===== src/design/bscu_pkg.sv =====
// constants and types shared by the branch, skip and compare unit
// assumes one core clock and decoded instruction fields from the core
package bscu_pkg;

  // ------------------------------------------------------------
  // widths
  // ------------------------------------------------------------
  localparam int PC_W = 16;
  localparam int OFS_W = 7;

  // ------------------------------------------------------------
  // status flag bit positions
  // ------------------------------------------------------------
  localparam logic [2:0] FLAG_C = 3'h0;
  localparam logic [2:0] FLAG_Z = 3'h1;
  localparam logic [2:0] FLAG_N = 3'h2;
  localparam logic [2:0] FLAG_V = 3'h3;
  localparam logic [2:0] FLAG_S = 3'h4;
  localparam logic [2:0] FLAG_H = 3'h5;
  localparam logic [2:0] FLAG_T = 3'h6;
  localparam logic [2:0] FLAG_I = 3'h7;

  // ------------------------------------------------------------
  // reset values and cycle costs
  // ------------------------------------------------------------
  localparam logic [PC_W-1:0] PC_RST = 16'h0000;
  localparam logic [7:0] FLAGS_RST = 8'h00;
  localparam logic [1:0] COST_ONE = 2'h1;
  localparam logic [1:0] COST_TWO = 2'h2;
  localparam logic [1:0] COST_THREE = 2'h3;
  localparam logic [PC_W-1:0] STEP_ONE = 16'h0001;
  localparam logic [PC_W-1:0] STEP_TWO = 16'h0002;
  localparam logic [PC_W-1:0] STEP_THREE = 16'h0003;

  // ------------------------------------------------------------
  // operations handled by the unit
  // ------------------------------------------------------------
  typedef enum logic [4:0] {
    compare_immediate,
    skip_reg_bit_clear,
    skip_reg_bit_set,
    skip_io_bit_clear,
    skip_io_bit_set,
    branch_status_bit_set,
    branch_status_bit_clear,
    branch_equal,
    branch_not_equal,
    branch_carry_set,
    branch_carry_clear,
    branch_same_or_higher,
    branch_lower,
    branch_minus,
    branch_plus,
    branch_signed_ge,
    branch_signed_lt,
    branch_half_carry_set,
    branch_half_carry_clear,
    branch_transfer_set,
    branch_transfer_clear,
    branch_overflow_set,
    branch_overflow_clear,
    branch_irq_enabled,
    branch_irq_disabled
  } bscu_op_t;

  typedef enum logic [0:0] {
    bscu_idle,
    bscu_wait
  } bscu_state_t;

endpackage


===== src/design/bscu_cmp.sv =====
// subtract-only comparator producing the arithmetic flags
// assumes operands are stable in the cycle the result is used
module bscu_cmp (
  input wire logic [7:0] lhs,
  input wire logic [7:0] rhs,
  output logic z_flag,
  output logic n_flag,
  output logic v_flag,
  output logic c_flag,
  output logic h_flag
);

  logic [7:0] diff;

  // difference is only used for flags, never stored
  always_comb begin
    diff = lhs - rhs;
    z_flag = (diff == 8'h00);
    n_flag = diff[7];
    v_flag = (lhs[7] & ~rhs[7] & ~diff[7]) | (~lhs[7] & rhs[7] & diff[7]);
    c_flag = (~lhs[7] & rhs[7]) | (rhs[7] & diff[7]) | (diff[7] & ~lhs[7]);
    h_flag = (~lhs[3] & rhs[3]) | (rhs[3] & diff[3]) | (diff[3] & ~lhs[3]);
  end

endmodule


===== src/design/bscu_top.sv =====
// branch, skip and compare unit: next program counter, flags, cycle cost
// assumes the core holds instruction fields stable while start is high
// Notes on behaviour
// - compare immediate subtracts constant, keeps no result, sets Z N V C H, 1 cycle
// - skip on register bit clear advances pc 2 or 3, costs 1/2/3
// - skip on register bit set advances pc 2 or 3, flags kept
// - skip on io bit clear tests io data bit, advances 2 or 3
// - skip on io bit set advances 2 or 3, flags kept
// - branch on selected status bit set: pc plus offset plus one
// - branch on selected status bit clear, otherwise fall through
// - equal and not equal branch on zero flag one and zero
// - carry set and lower branch when carry is one
// - carry clear and same or higher branch when carry is zero
// - minus and plus branch on negative flag one and zero
// - signed ge when N xor V zero, signed lt when one
// - half carry branches on half carry flag one or zero
// - transfer branches on transfer flag one or zero, flags kept
// - overflow branches on overflow flag one or zero
// - irq branches on global interrupt enable one or zero
module bscu_top (
  input wire logic clk,
  input wire logic sys_rst,
  input wire logic start,
  input wire bscu_pkg::bscu_op_t op,
  input wire logic [bscu_pkg::PC_W-1:0] pc_cur,
  input wire logic [7:0] flags_in,
  input wire logic [7:0] reg_data,
  input wire logic [7:0] io_data,
  input wire logic [7:0] imm,
  input wire logic [2:0] bit_sel,
  input wire logic [2:0] status_sel,
  input wire logic [bscu_pkg::OFS_W-1:0] offset,
  input wire logic next_two_word,
  output logic ready,
  output logic done,
  output logic taken,
  output logic [1:0] cycles,
  output logic [bscu_pkg::PC_W-1:0] pc_next,
  output logic [7:0] flags_out
);

  // ------------------------------------------------------------
  // state
  // ------------------------------------------------------------
  typedef struct packed {
    bscu_pkg::bscu_state_t st;
    logic [1:0] left;
    logic [1:0] cost;
    logic done;
    logic taken;
    logic [bscu_pkg::PC_W-1:0] pc;
    logic [7:0] flags;
  } bscu_regs_t;

  bscu_regs_t r_q;
  bscu_regs_t r_d;

  logic cz;
  logic cn;
  logic cv;
  logic cc;
  logic ch;
  logic cond;
  logic is_skip;
  logic is_branch;
  logic [bscu_pkg::PC_W-1:0] ofs_ext;
  logic [1:0] cost_now;

  // ------------------------------------------------------------
  // comparator
  // ------------------------------------------------------------
  bscu_cmp u_cmp (
    .lhs(reg_data),
    .rhs(imm),
    .z_flag(cz),
    .n_flag(cn),
    .v_flag(cv),
    .c_flag(cc),
    .h_flag(ch)
  );

  // condition of each skip or branch
  always_comb begin
    is_skip = 1'b1;
    is_branch = 1'b1;
    cond = 1'b0;
    unique case (op)
      bscu_pkg::compare_immediate: begin
        is_skip = 1'b0;
        is_branch = 1'b0;
      end
      bscu_pkg::skip_reg_bit_clear: begin
        is_branch = 1'b0;
        cond = ~reg_data[bit_sel];
      end
      bscu_pkg::skip_reg_bit_set: begin
        is_branch = 1'b0;
        cond = reg_data[bit_sel];
      end
      bscu_pkg::skip_io_bit_clear: begin
        is_branch = 1'b0;
        cond = ~io_data[bit_sel];
      end
      bscu_pkg::skip_io_bit_set: begin
        is_branch = 1'b0;
        cond = io_data[bit_sel];
      end
      bscu_pkg::branch_status_bit_set: begin
        is_skip = 1'b0;
        cond = flags_in[status_sel];
      end
      bscu_pkg::branch_status_bit_clear: begin
        is_skip = 1'b0;
        cond = ~flags_in[status_sel];
      end
      bscu_pkg::branch_equal: begin
        is_skip = 1'b0;
        cond = flags_in[bscu_pkg::FLAG_Z];
      end
      bscu_pkg::branch_not_equal: begin
        is_skip = 1'b0;
        cond = ~flags_in[bscu_pkg::FLAG_Z];
      end
      bscu_pkg::branch_carry_set, bscu_pkg::branch_lower: begin
        is_skip = 1'b0;
        cond = flags_in[bscu_pkg::FLAG_C];
      end
      bscu_pkg::branch_carry_clear, bscu_pkg::branch_same_or_higher: begin
        is_skip = 1'b0;
        cond = ~flags_in[bscu_pkg::FLAG_C];
      end
      bscu_pkg::branch_minus: begin
        is_skip = 1'b0;
        cond = flags_in[bscu_pkg::FLAG_N];
      end
      bscu_pkg::branch_plus: begin
        is_skip = 1'b0;
        cond = ~flags_in[bscu_pkg::FLAG_N];
      end
      bscu_pkg::branch_signed_ge: begin
        is_skip = 1'b0;
        cond = ~(flags_in[bscu_pkg::FLAG_N] ^ flags_in[bscu_pkg::FLAG_V]);
      end
      bscu_pkg::branch_signed_lt: begin
        is_skip = 1'b0;
        cond = flags_in[bscu_pkg::FLAG_N] ^ flags_in[bscu_pkg::FLAG_V];
      end
      bscu_pkg::branch_half_carry_set: begin
        is_skip = 1'b0;
        cond = flags_in[bscu_pkg::FLAG_H];
      end
      bscu_pkg::branch_half_carry_clear: begin
        is_skip = 1'b0;
        cond = ~flags_in[bscu_pkg::FLAG_H];
      end
      bscu_pkg::branch_transfer_set: begin
        is_skip = 1'b0;
        cond = flags_in[bscu_pkg::FLAG_T];
      end
      bscu_pkg::branch_transfer_clear: begin
        is_skip = 1'b0;
        cond = ~flags_in[bscu_pkg::FLAG_T];
      end
      bscu_pkg::branch_overflow_set: begin
        is_skip = 1'b0;
        cond = flags_in[bscu_pkg::FLAG_V];
      end
      bscu_pkg::branch_overflow_clear: begin
        is_skip = 1'b0;
        cond = ~flags_in[bscu_pkg::FLAG_V];
      end
      bscu_pkg::branch_irq_enabled: begin
        is_skip = 1'b0;
        cond = flags_in[bscu_pkg::FLAG_I];
      end
      bscu_pkg::branch_irq_disabled: begin
        is_skip = 1'b0;
        cond = ~flags_in[bscu_pkg::FLAG_I];
      end
      default: begin
        is_skip = 1'b0;
        is_branch = 1'b0;
      end
    endcase
  end

  // sign extension of the branch offset
  assign ofs_ext = {{(bscu_pkg::PC_W - bscu_pkg::OFS_W){offset[bscu_pkg::OFS_W-1]}}, offset};

  // cycle cost of the presented instruction
  always_comb begin
    cost_now = bscu_pkg::COST_ONE;
    if (is_branch && cond) begin
      cost_now = bscu_pkg::COST_TWO;
    end else if (is_skip && cond) begin
      cost_now = next_two_word ? bscu_pkg::COST_THREE : bscu_pkg::COST_TWO;
    end
  end

  // ------------------------------------------------------------
  // next state
  // ------------------------------------------------------------
  always_comb begin
    r_d = r_q;
    r_d.done = 1'b0;
    unique case (r_q.st)
      bscu_pkg::bscu_idle: begin
        if (start) begin
          r_d.cost = cost_now;
          r_d.taken = cond;
          r_d.pc = pc_cur + bscu_pkg::STEP_ONE;
          if (is_branch && cond) begin
            r_d.pc = pc_cur + ofs_ext + bscu_pkg::STEP_ONE;
          end else if (is_skip && cond) begin
            r_d.pc = pc_cur + (next_two_word ? bscu_pkg::STEP_THREE
                                             : bscu_pkg::STEP_TWO);
          end
          if (op == bscu_pkg::compare_immediate) begin
            r_d.flags = flags_in;
            r_d.flags[bscu_pkg::FLAG_Z] = cz;
            r_d.flags[bscu_pkg::FLAG_N] = cn;
            r_d.flags[bscu_pkg::FLAG_V] = cv;
            r_d.flags[bscu_pkg::FLAG_C] = cc;
            r_d.flags[bscu_pkg::FLAG_H] = ch;
          end else begin
            r_d.flags = flags_in;
          end
          if (cost_now == bscu_pkg::COST_ONE) begin
            r_d.done = 1'b1;
          end else begin
            r_d.st = bscu_pkg::bscu_wait;
            r_d.left = cost_now - bscu_pkg::COST_ONE;
          end
        end
      end
      bscu_pkg::bscu_wait: begin
        r_d.left = r_q.left - bscu_pkg::COST_ONE;
        if (r_q.left == bscu_pkg::COST_ONE) begin
          r_d.done = 1'b1;
          r_d.st = bscu_pkg::bscu_idle;
        end
      end
    endcase
  end

  // state register
  always_ff @(posedge clk or posedge sys_rst) begin
    if (sys_rst) begin
      r_q <= '{st: bscu_pkg::bscu_idle, left: 2'h0, cost: bscu_pkg::COST_ONE,
               done: 1'b0, taken: 1'b0, pc: bscu_pkg::PC_RST,
               flags: bscu_pkg::FLAGS_RST};
    end else begin
      r_q <= r_d;
    end
  end

  // outputs
  assign ready = (r_q.st == bscu_pkg::bscu_idle);
  assign done = r_q.done;
  assign taken = r_q.taken;
  assign cycles = r_q.cost;
  assign pc_next = r_q.pc;
  assign flags_out = r_q.flags;

  // ------------------------------------------------------------
  // checks
  // ------------------------------------------------------------
  chk_cmp_flags: assert property (@(posedge clk) disable iff (sys_rst)
    (ready && start && op == bscu_pkg::compare_immediate) |=>
      done && flags_out[bscu_pkg::FLAG_Z] == ($past(reg_data) == $past(imm)) &&
      flags_out[bscu_pkg::FLAG_C] == ($past(reg_data) < $past(imm)))
    else $error("compare flags or timing wrong");

  chk_skip_pc: assert property (@(posedge clk) disable iff (sys_rst)
    (ready && start && op == bscu_pkg::skip_reg_bit_set && reg_data[bit_sel]) |=>
      pc_next == $past(pc_cur) + ($past(next_two_word) ? bscu_pkg::STEP_THREE
                                                       : bscu_pkg::STEP_TWO))
    else $error("skip advance wrong");

  chk_skip_none: assert property (@(posedge clk) disable iff (sys_rst)
    (ready && start && op == bscu_pkg::skip_reg_bit_clear && reg_data[bit_sel]) |=>
      done && pc_next == $past(pc_cur) + bscu_pkg::STEP_ONE)
    else $error("skip taken on set bit");

  chk_skip_three: assert property (@(posedge clk) disable iff (sys_rst)
    (ready && start && op == bscu_pkg::skip_io_bit_clear && !io_data[bit_sel] &&
     next_two_word) |=> !done ##1 !done ##1 done)
    else $error("three cycle skip wrong");

  chk_io_set: assert property (@(posedge clk) disable iff (sys_rst)
    (ready && start && op == bscu_pkg::skip_io_bit_set) |=>
      taken == $past(io_data[bit_sel]) && flags_out == $past(flags_in))
    else $error("io set skip wrong");

  chk_br_taken: assert property (@(posedge clk) disable iff (sys_rst)
    (ready && start && op == bscu_pkg::branch_equal && flags_in[bscu_pkg::FLAG_Z]) |=>
      !done && pc_next == $past(pc_cur) + $past(ofs_ext) + bscu_pkg::STEP_ONE ##1 done)
    else $error("taken branch wrong");

  chk_br_fall: assert property (@(posedge clk) disable iff (sys_rst)
    (ready && start && op == bscu_pkg::branch_status_bit_clear &&
     flags_in[status_sel]) |=> done && cycles == bscu_pkg::COST_ONE)
    else $error("fall through wrong");

  chk_signed_lt: assert property (@(posedge clk) disable iff (sys_rst)
    (ready && start && op == bscu_pkg::branch_signed_lt) |=>
      taken == ($past(flags_in[bscu_pkg::FLAG_N]) ^ $past(flags_in[bscu_pkg::FLAG_V])))
    else $error("signed less than wrong");

  chk_carry_alias: assert property (@(posedge clk) disable iff (sys_rst)
    (ready && start && op == bscu_pkg::branch_same_or_higher) |=>
      taken == !$past(flags_in[bscu_pkg::FLAG_C]))
    else $error("same or higher wrong");

  chk_irq_flags: assert property (@(posedge clk) disable iff (sys_rst)
    (ready && start && op == bscu_pkg::branch_irq_enabled) |=>
      taken == $past(flags_in[bscu_pkg::FLAG_I]) && flags_out == $past(flags_in))
    else $error("irq branch wrong");

  chk_busy_hold: assert property (@(posedge clk) disable iff (sys_rst)
    !ready |=> $stable(pc_next) && $stable(flags_out) && $stable(taken) &&
      $stable(cycles))
    else $error("busy instruction disturbed");

  chk_skip_two: assert property (@(posedge clk) disable iff (sys_rst)
    (ready && start && op == bscu_pkg::skip_reg_bit_clear && !reg_data[bit_sel] &&
     !next_two_word) |=> !done && cycles == bscu_pkg::COST_TWO ##1 done)
    else $error("two cycle skip wrong");

  chk_br_not_equal: assert property (@(posedge clk) disable iff (sys_rst)
    (ready && start && op == bscu_pkg::branch_not_equal && flags_in[bscu_pkg::FLAG_Z]) |=>
      done && !taken && pc_next == $past(pc_cur) + bscu_pkg::STEP_ONE)
    else $error("not equal fall through wrong");

  chk_carry_lower: assert property (@(posedge clk) disable iff (sys_rst)
    (ready && start && op == bscu_pkg::branch_lower) |=>
      taken == $past(flags_in[bscu_pkg::FLAG_C]))
    else $error("lower branch wrong");

  chk_status_set: assert property (@(posedge clk) disable iff (sys_rst)
    (ready && start && op == bscu_pkg::branch_status_bit_set) |=>
      taken == $past(flags_in[status_sel]) && flags_out == $past(flags_in))
    else $error("status bit branch wrong");

  chk_io_clear: assert property (@(posedge clk) disable iff (sys_rst)
    (ready && start && op == bscu_pkg::skip_io_bit_clear) |=>
      taken == !$past(io_data[bit_sel]))
    else $error("io clear skip wrong");

endmodule


===== config.mk =====
export PLATFORM = sky130hd
export DESIGN_NAME = bscu_top
export DESIGN_NICKNAME = d
export VERILOG_FILES = /design/src/design/bscu_pkg.sv /design/src/design/bscu_cmp.sv /design/src/design/bscu_top.sv
export SDC_FILE = /design/constraint.sdc
export NUM_CORES = 1
export LEC_CHECK = 0
export BUFFER_PORTS_ARGS = -buffer_cell sky130_fd_sc_hd__buf_2
export CORE_ASPECT_RATIO = 0.75
export CORE_MARGIN = 8
export CORE_UTILIZATION = 54
export CTS_CLUSTER_SIZE = 20
export DETAILED_ROUTE_END_ITERATION = 8
export GPL_TIMING_DRIVEN = 0
export PLACE_DENSITY = 0.94
export SETUP_SLACK_MARGIN = 0.05
export SLEW_MARGIN = 20
export SYNTH_ARGS = -nofsm -noshare
export SYNTH_HDL_FRONTEND = slang
export SYNTH_SLANG_ARGS = --single-unit

===== constraint.sdc =====
create_clock -name clk -period 1.8 [get_ports clk]
set_input_delay 0.09 -clock clk [delete_from_list [all_inputs] [get_ports clk]]
set_output_delay 0.09 -clock clk [all_outputs]
set_load 0.1 [all_outputs]

; ---- Word-level counts from Yosys, hierarchy flattened
; Cells that the tools add are included.
[word_totals]
elab_cells = 108
ff_bits = 31
output_inout_bits = 29
in_bits = 70
[op_classes]
muxes = 23
reduce_logical = 10
bitwise_logic = 31
order_cmp = 2
n_eq_ne = 28
add_sub_neg = 7
[ops]
columns = operator, count
row1 = 5-bit equality test (second input constant), 9
row2 = 5-bit by 4-bit equality test with 1-bit output (second input constant), 8
row3 = 16-bit by 1-bit adder with 16-bit output (second input constant), 2
row4 = 16-bit two-way mux, 2
row5 = 31-bit two-way mux, 1
row6 = 1-bit one-hot mux with 22 select lines, 1
row7 = 5-bit by 3-bit equality test with 1-bit output (second input constant), 4
row8 = 20-bit OR reduction, 1
row9 = 16-bit adder, 1
row10 = 16-bit by 2-bit adder with 16-bit output, 1
row11 = 1-bit NOT, 16
row12 = 5-bit by 2-bit equality test with 1-bit output (second input constant), 2
row13 = 1-bit two-way mux, 10
row14 = 1-bit AND, 9
row15 = 1-bit binary-select mux with 3-bit select, 3
row16 = 8-bit logical NOT, 1
row17 = 3-bit by 4-bit less-than comparator with 1-bit output (second input constant), 2
row18 = 8-bit subtractor, 1
row19 = 6-bit two-way mux, 1
row20 = 3-bit one-hot mux with 2 select lines, 1
row21 = 5-bit by 1-bit equality test with 1-bit output (second input constant), 1
row22 = 5-bit logical NOT, 1
row23 = 1-bit OR, 5
row24 = 2-bit by 1-bit equality test with 1-bit output (second input constant), 2
row25 = other kinds (10), 16

; ---- Logic depth before layout (Yosys ltp)
[depth]
word_depth = 11
depth_mapped = 15
mapped_depth_nobuf = 15

; ---- By module
; A second synthesis with hierarchy kept.
[unflattened]
cells_unflattened = 429
area_unflattened_um2 = 3721.1
[modules_own_cells]
columns = module, instances, seq_area_each_um2, area_each_um2, cells_each
row1 = bscu_top, 1, 777.0, 3293.2, 376
row2 = bscu_cmp, 1, 0.0, 427.9, 53

; ---- Worst setup path before layout
; OpenSTA, ideal clock, no wires.
[synth_timing]
path_kind = input -> register
from = in bit_sel[0]
to = reg r_q (netlist bit pc_next[12])
setup_slack_ns = -1.323
t_required_ns = 1.679
setup_ns = 0.121
t_arrival_ns = 3.002
path_stages = 14
n_path_buf = 0
path_cell_list = mux4_1 mux4_2 nor3b_2 o31ai_1 or2_2 ha_1 fa_1 nand2_1 or2_2 nor2_1 nand3_1 xor2_1 a21oi_1 a22o_1
[synth_via]
elab_chain_len = 7
elab_cells_between_ends = 11
classes_between = 7 x mux / 2 x bitwise / 2 x reduce/logical
[synth_rtl]
columns = element, line
row1 = start: declaration, bscu_top.sv:30  ; input wire logic [2:0] bit_sel,
row2 = 1-bit binary-select mux with 3-bit select (on tied branches), --
row3 = 1-bit two-way mux (on tied branches), --
row4 = 1-bit NOT (on tied branches), "bscu_top.sv:102, bscu_top.sv:94"
row5 = 1-bit one-hot mux with 22 select lines *, bscu_top.sv:87  ; unique case (op)
row6 = 1-bit logical AND, bscu_top.sv:214  ; end else if (is_skip && cond) begin
row7 = 16-bit two-way mux, bscu_top.sv:214
row8 = 16-bit two-way mux *, bscu_top.sv:212  ; if (is_branch && cond) begin
row9 = end signal: assignment, bscu_top.sv:249  ; r_q <= '{st: bscu_pkg::bscu_idle, left: 2'h0, cost: bscu_pkg::COST_ONE,
row10 = end signal: assignment, bscu_top.sv:253  ; r_q <= r_d;
row11 = end: declaration, bscu_top.sv:55  ; bscu_regs_t r_q;
; Every way passes the cells marked *; elsewhere a longest branch is shown, timed or not. The select of a mux whose other input is x is not followed.
; A chain may end at the register's enable or synchronous reset.

; ---- Worst setup path in the final report
[layout_timing]
from = in reg_data[3]
to = reg r_q (netlist bit pc_next[2])
[layout_via]
elab_chain_len = 7
elab_cells_between_ends = 8
classes_between = 5 x mux / 1 x bitwise / 2 x reduce/logical
[layout_rtl]
columns = element, line
row1 = start: declaration, bscu_top.sv:27  ; input wire logic [7:0] reg_data,
row2 = 1-bit binary-select mux with 3-bit select *, "bscu_top.sv:94, bscu_top.sv:98"
row3 = 1-bit two-way mux (implied by the code) *, "bscu_top.sv:94, bscu_top.sv:98"
row4 = 1-bit NOT, bscu_top.sv:94  ; cond = ~reg_data[bit_sel];
row5 = 1-bit one-hot mux with 22 select lines *, bscu_top.sv:87
row6 = 1-bit logical AND, bscu_top.sv:214
row7 = 16-bit two-way mux, bscu_top.sv:214
row8 = 16-bit two-way mux *, bscu_top.sv:212
; Marked as above.

==> results.md <==
- Status: finished, violations left
- Violated checks: setup timing
- Kind of critical path: primary input to flip-flop
- TritonCTS clock tree: yes
- Share of synthesized area occupied by flip-flops and latches: 0.2185
- Kind of capture point of the worst setup path: flip-flop
- Data required time of the worst path: 1.94 ns
- Mean instance size in the synthesized netlist: 8.289 sq um
- WP data arrival: around 3.2 ns
- Height of the die: approximately 86 um
- Pwr/cell area: 1391 nW/um^2
- Number of vias in the routed layout: 3987
- R2R depth: 5
- CTS Root Cell: sky130_fd_sc_hd__clkbuf_8
- Post-synthesis instance area: 3556 sq um
- Met1 Resource Use GR: 0.2886
- Final Max Tran Viols: 0
- I/O pin count: 99
- First-pass GRT wire length: 18830 um
- Highest clock rate: 328.7 MHz
- Max clock buf depth: 2
- Final critical path time including I/O delays and setup: 3.042 ns
- Launching element type of the critical path: primary input
- Share of the clock period used by the worst path after layout: 1.690
- Yosys cell types: 61
- GRT met3 Usage: 0.06004
- Slack of the worst reg-to-reg path: -0.11 ns
- Number of enable-type register cells in the synthesized netlist: 0
- Clock Pin Slew Worst Setup and Hold Paths: ~0.07 ns
- Number of sinks handled by clock tree synthesis: 31
- Worst reg2reg path endpoint: pc_next[7]
- Initial Util: 0.5600
- Core utilization of the finished layout: 0.7474
- Post-detailed-route via-to-cell ratio: between 6 and 7
- Total of fill cells in the finished design: between 400 and 500
- Fraction of synthesis flops using an asynchronous set or reset pin: 1.000
- Routed wire length per instance: 19.28 um
- Worst vdd rail ir drop: 0.001163 V
- Count of maximum capacitance violations: 0
- Critical register-to-register path startpoint: r_q[30]
- Routed Antenna Nets: 0
- Normalized max-slew margin: 0.5492
- Final HPWL from detailed placement: 8398 um
- Post-detailed-routing wire length: about 12000 um
- Final Net Count: 663
- Synthesized net count: 533
- Actual slew at the worst max-slew pin: between 0.6 and 0.7 ns
- Antenna violations before repair: 0
- RSZ-0062 raised after global routing: true
- Maximum number of pins on one net before global-route repair: 32
- Overall track demand over capacity in global routing: 0.2521
- Final setup slack of the worst path: -1.242 ns
- Die area: ~9500 sq um
- P&R area growth vs syn: 33.46%
- Min-delay src: flags_in[4]
- Number of warnings reported in the yosys synthesis log: 0
- Final Setup Violations: 26
- Worst-path fanout max: 4
- Global route total overflow: 0
- Placeable core region: around 6300 sq um
- Overall power consumption: 6603 uW
- Number of remaining DRC errors: 0
- Type of the tightest min-delay check: primary input to flip-flop
- Met2 track demand over resource in global routing: 0.4262
- Number of search-and-repair iterations in the first detailed-routing pass: 5
- Final Wtd Congestion: 0.9052
- Global route hottest layer: met2
- Clock latency reported for the late side of the worst-skew pair: approximately 0.3 ns
- Cells after synthesis: 429
- DRC violation total after the first TritonRoute iteration: 266
- Share of post-route cells with drive strength above 1: 0.3875
- Final Hold Fails: 0
- Leakage power total: between 0.002 and 0.0025 uW
- Number of buffers created by CTS: 5
- Number of global-route vias before repair: 3946
- Most instantiated flip-flop cell in the synthesis netlist: sky130_fd_sc_hd__dfrtp_1
- Hold EP: flags_out[4]
- FP Rows: 25
- Flop and latch count out of synthesis: 31
- Cell depth of the worst min-delay path: 3
- Maximum clock skew at final layout: 0.004708 ns
- Post-placement setup slack: -1.790 ns
- Port buffer count: between 90 and 100
- Horizontal die dimension: 109.7 um
- CTS H-tree lvls: 2
- N_diodes: 0
timing repair:
action	CTS	global route
endpoints found under the hold margin	30	0
hold buffers	1	0
gates resized for setup	38	22
pin swaps	41	21
endpoints found under the setup margin	27	31
buffers inserted	21	7
layout make-up:
type                    count  area (sq um)  share of cell area
plain buffers              42         270.3             0.05695
clock buffers               7         76.32             0.01608
clock inverters             1         5.005            0.001055
inverters                  28         121.4             0.02557
multi-input cells         328          2643              0.5568
flip-flops and latches     31         777.0              0.1637
well taps                  81         101.3             0.02136
repair buffers            123         752.0              0.1584
flip-flops by register name (all words and copies together) (netlist names):
name	flops
r_q	3
taken	1
done	1
flags_out	8
pc_next	16
cycles	2
placed cells by master, fill, tap and decap left out, types with 4 or more instances in the layout:
cell                       instances
sky130_fd_sc_hd__o21a_1            5
sky130_fd_sc_hd__nor2b_1           6
sky130_fd_sc_hd__nor3_1            9
sky130_fd_sc_hd__and3_1            5
sky130_fd_sc_hd__xor2_1            8
sky130_fd_sc_hd__nand2b_1          6
sky130_fd_sc_hd__buf_6             7
sky130_fd_sc_hd__a211oi_1          4
sky130_fd_sc_hd__dfrtp_1          30
sky130_fd_sc_hd__o21ai_1          17
sky130_fd_sc_hd__nand4_1           5
sky130_fd_sc_hd__ha_1             24
sky130_fd_sc_hd__ha_4              4
sky130_fd_sc_hd__buf_2            95
sky130_fd_sc_hd__a21o_1            8
sky130_fd_sc_hd__or3_1             4
sky130_fd_sc_hd__clkbuf_8          5
sky130_fd_sc_hd__nand3_1          10
sky130_fd_sc_hd__clkbuf_1         10
sky130_fd_sc_hd__mux4_2            7
sky130_fd_sc_hd__nor2_1           14
sky130_fd_sc_hd__inv_1            24
sky130_fd_sc_hd__xnor2_1          17
sky130_fd_sc_hd__nand2_1          43
sky130_fd_sc_hd__mux2i_1           8
sky130_fd_sc_hd__o21ai_0          12
sky130_fd_sc_hd__buf_4            49
sky130_fd_sc_hd__a21oi_1          25
synthesized netlist by cell type, types with 6 or more instances:
cell type / instances / area (sq um)
sky130_fd_sc_hd__a21oi_1: 29 / 145.1
sky130_fd_sc_hd__nand2_1: 45 / 168.9
sky130_fd_sc_hd__nor3_1: 10 / 50.05
sky130_fd_sc_hd__buf_4: 26 / 195.2
sky130_fd_sc_hd__mux2i_1: 9 / 90.09
sky130_fd_sc_hd__nor2b_1: 8 / 50.05
sky130_fd_sc_hd__nand2b_1: 7 / 43.79
sky130_fd_sc_hd__xor2_1: 9 / 78.83
sky130_fd_sc_hd__nand3_1: 14 / 70.07
sky130_fd_sc_hd__clkbuf_1: 10 / 37.54
sky130_fd_sc_hd__a21o_1: 8 / 60.06
sky130_fd_sc_hd__ha_1: 29 / 362.9
sky130_fd_sc_hd__buf_2: 6 / 30.03
sky130_fd_sc_hd__nor2_1: 18 / 67.56
sky130_fd_sc_hd__xnor2_1: 18 / 157.7
sky130_fd_sc_hd__inv_1: 28 / 105.1
sky130_fd_sc_hd__dfrtp_1: 30 / 750.7
sky130_fd_sc_hd__o21ai_0: 27 / 135.1
worst max-delay path by stage:
| stage | from | slack, ns | to | cells past startpoint |
|---|---|---|---|---|
| after floorplan | bit_sel[0] | -1.15 | pc_next[12] | 14 |
| after global placement | bit_sel[0] | -1.69 | pc_next[11] | 14 |
| after detailed placement | bit_sel[0] | -1.79 | pc_next[11] | 14 |
| after CTS | bit_sel[0] | -1.11 | pc_next[12] | 15 |
| after global routing | bit_sel[0] | -1.31 | pc_next[2] | 14 |
| final | reg_data[3] | -1.24 | pc_next[2] | 14 |
kinds of logic after synthesis:
family	after synthesis	synth area share
XOR/XNOR	27	0.06650
AND/OR/NAND/NOR	143	0.2115
adder cells (fa/ha/maj)	34	0.1302
multiplexers	18	0.07917
buffers and inverters	70	0.1035
AO/OA/AOI/OAI	106	0.1907
flip-flops	31	0.2185
critical path: stages:
cell and delay (ns):
sky130_fd_sc_hd__buf_6 0.10, sky130_fd_sc_hd__mux4_2 0.49, sky130_fd_sc_hd__mux4_2 0.50, sky130_fd_sc_hd__nor3b_4 0.24, sky130_fd_sc_hd__o31ai_4 0.09, sky130_fd_sc_hd__or2_4 0.28, sky130_fd_sc_hd__ha_4 0.18, sky130_fd_sc_hd__fa_2 0.42
sky130_fd_sc_hd__buf_4 0.15, sky130_fd_sc_hd__buf_6 0.10, sky130_fd_sc_hd__buf_6 0.11, sky130_fd_sc_hd__xor2_1 0.13, sky130_fd_sc_hd__a21oi_1 0.17, sky130_fd_sc_hd__o21ai_1 0.12
metal layers:
layer  wire (um)  vias to the layer above
li1            -                     1778
met1        4639                     1854
met2        5997                      277
met3        1158                       78
met4         565                        0
met5           0                        -
power by group:
part | leakage, uW | internal (uW) | switching [uW]
clock network | 0.0000422 | 271 | 288
registers | 0.000377 | 1050 | 232
logic | 0.00186 | 1240 | 3530
total | 0.00228 | 2550 | 4050
through the flow:
step	area [sq um]	hold WS [ns]	setup TNS, ns	cells
finish	4746	0.01764	-20.72	641
global route	4746	0.01544	-22.74	641
CTS	4624	0.02308	-17.71	636
detailed placement	4234	0.2239	-28.49	607
global placement	4234	0.3098	-26.26	607
floorplan	3647	0.1928	-16.57	429
Power figures use the tool's default switching activity.
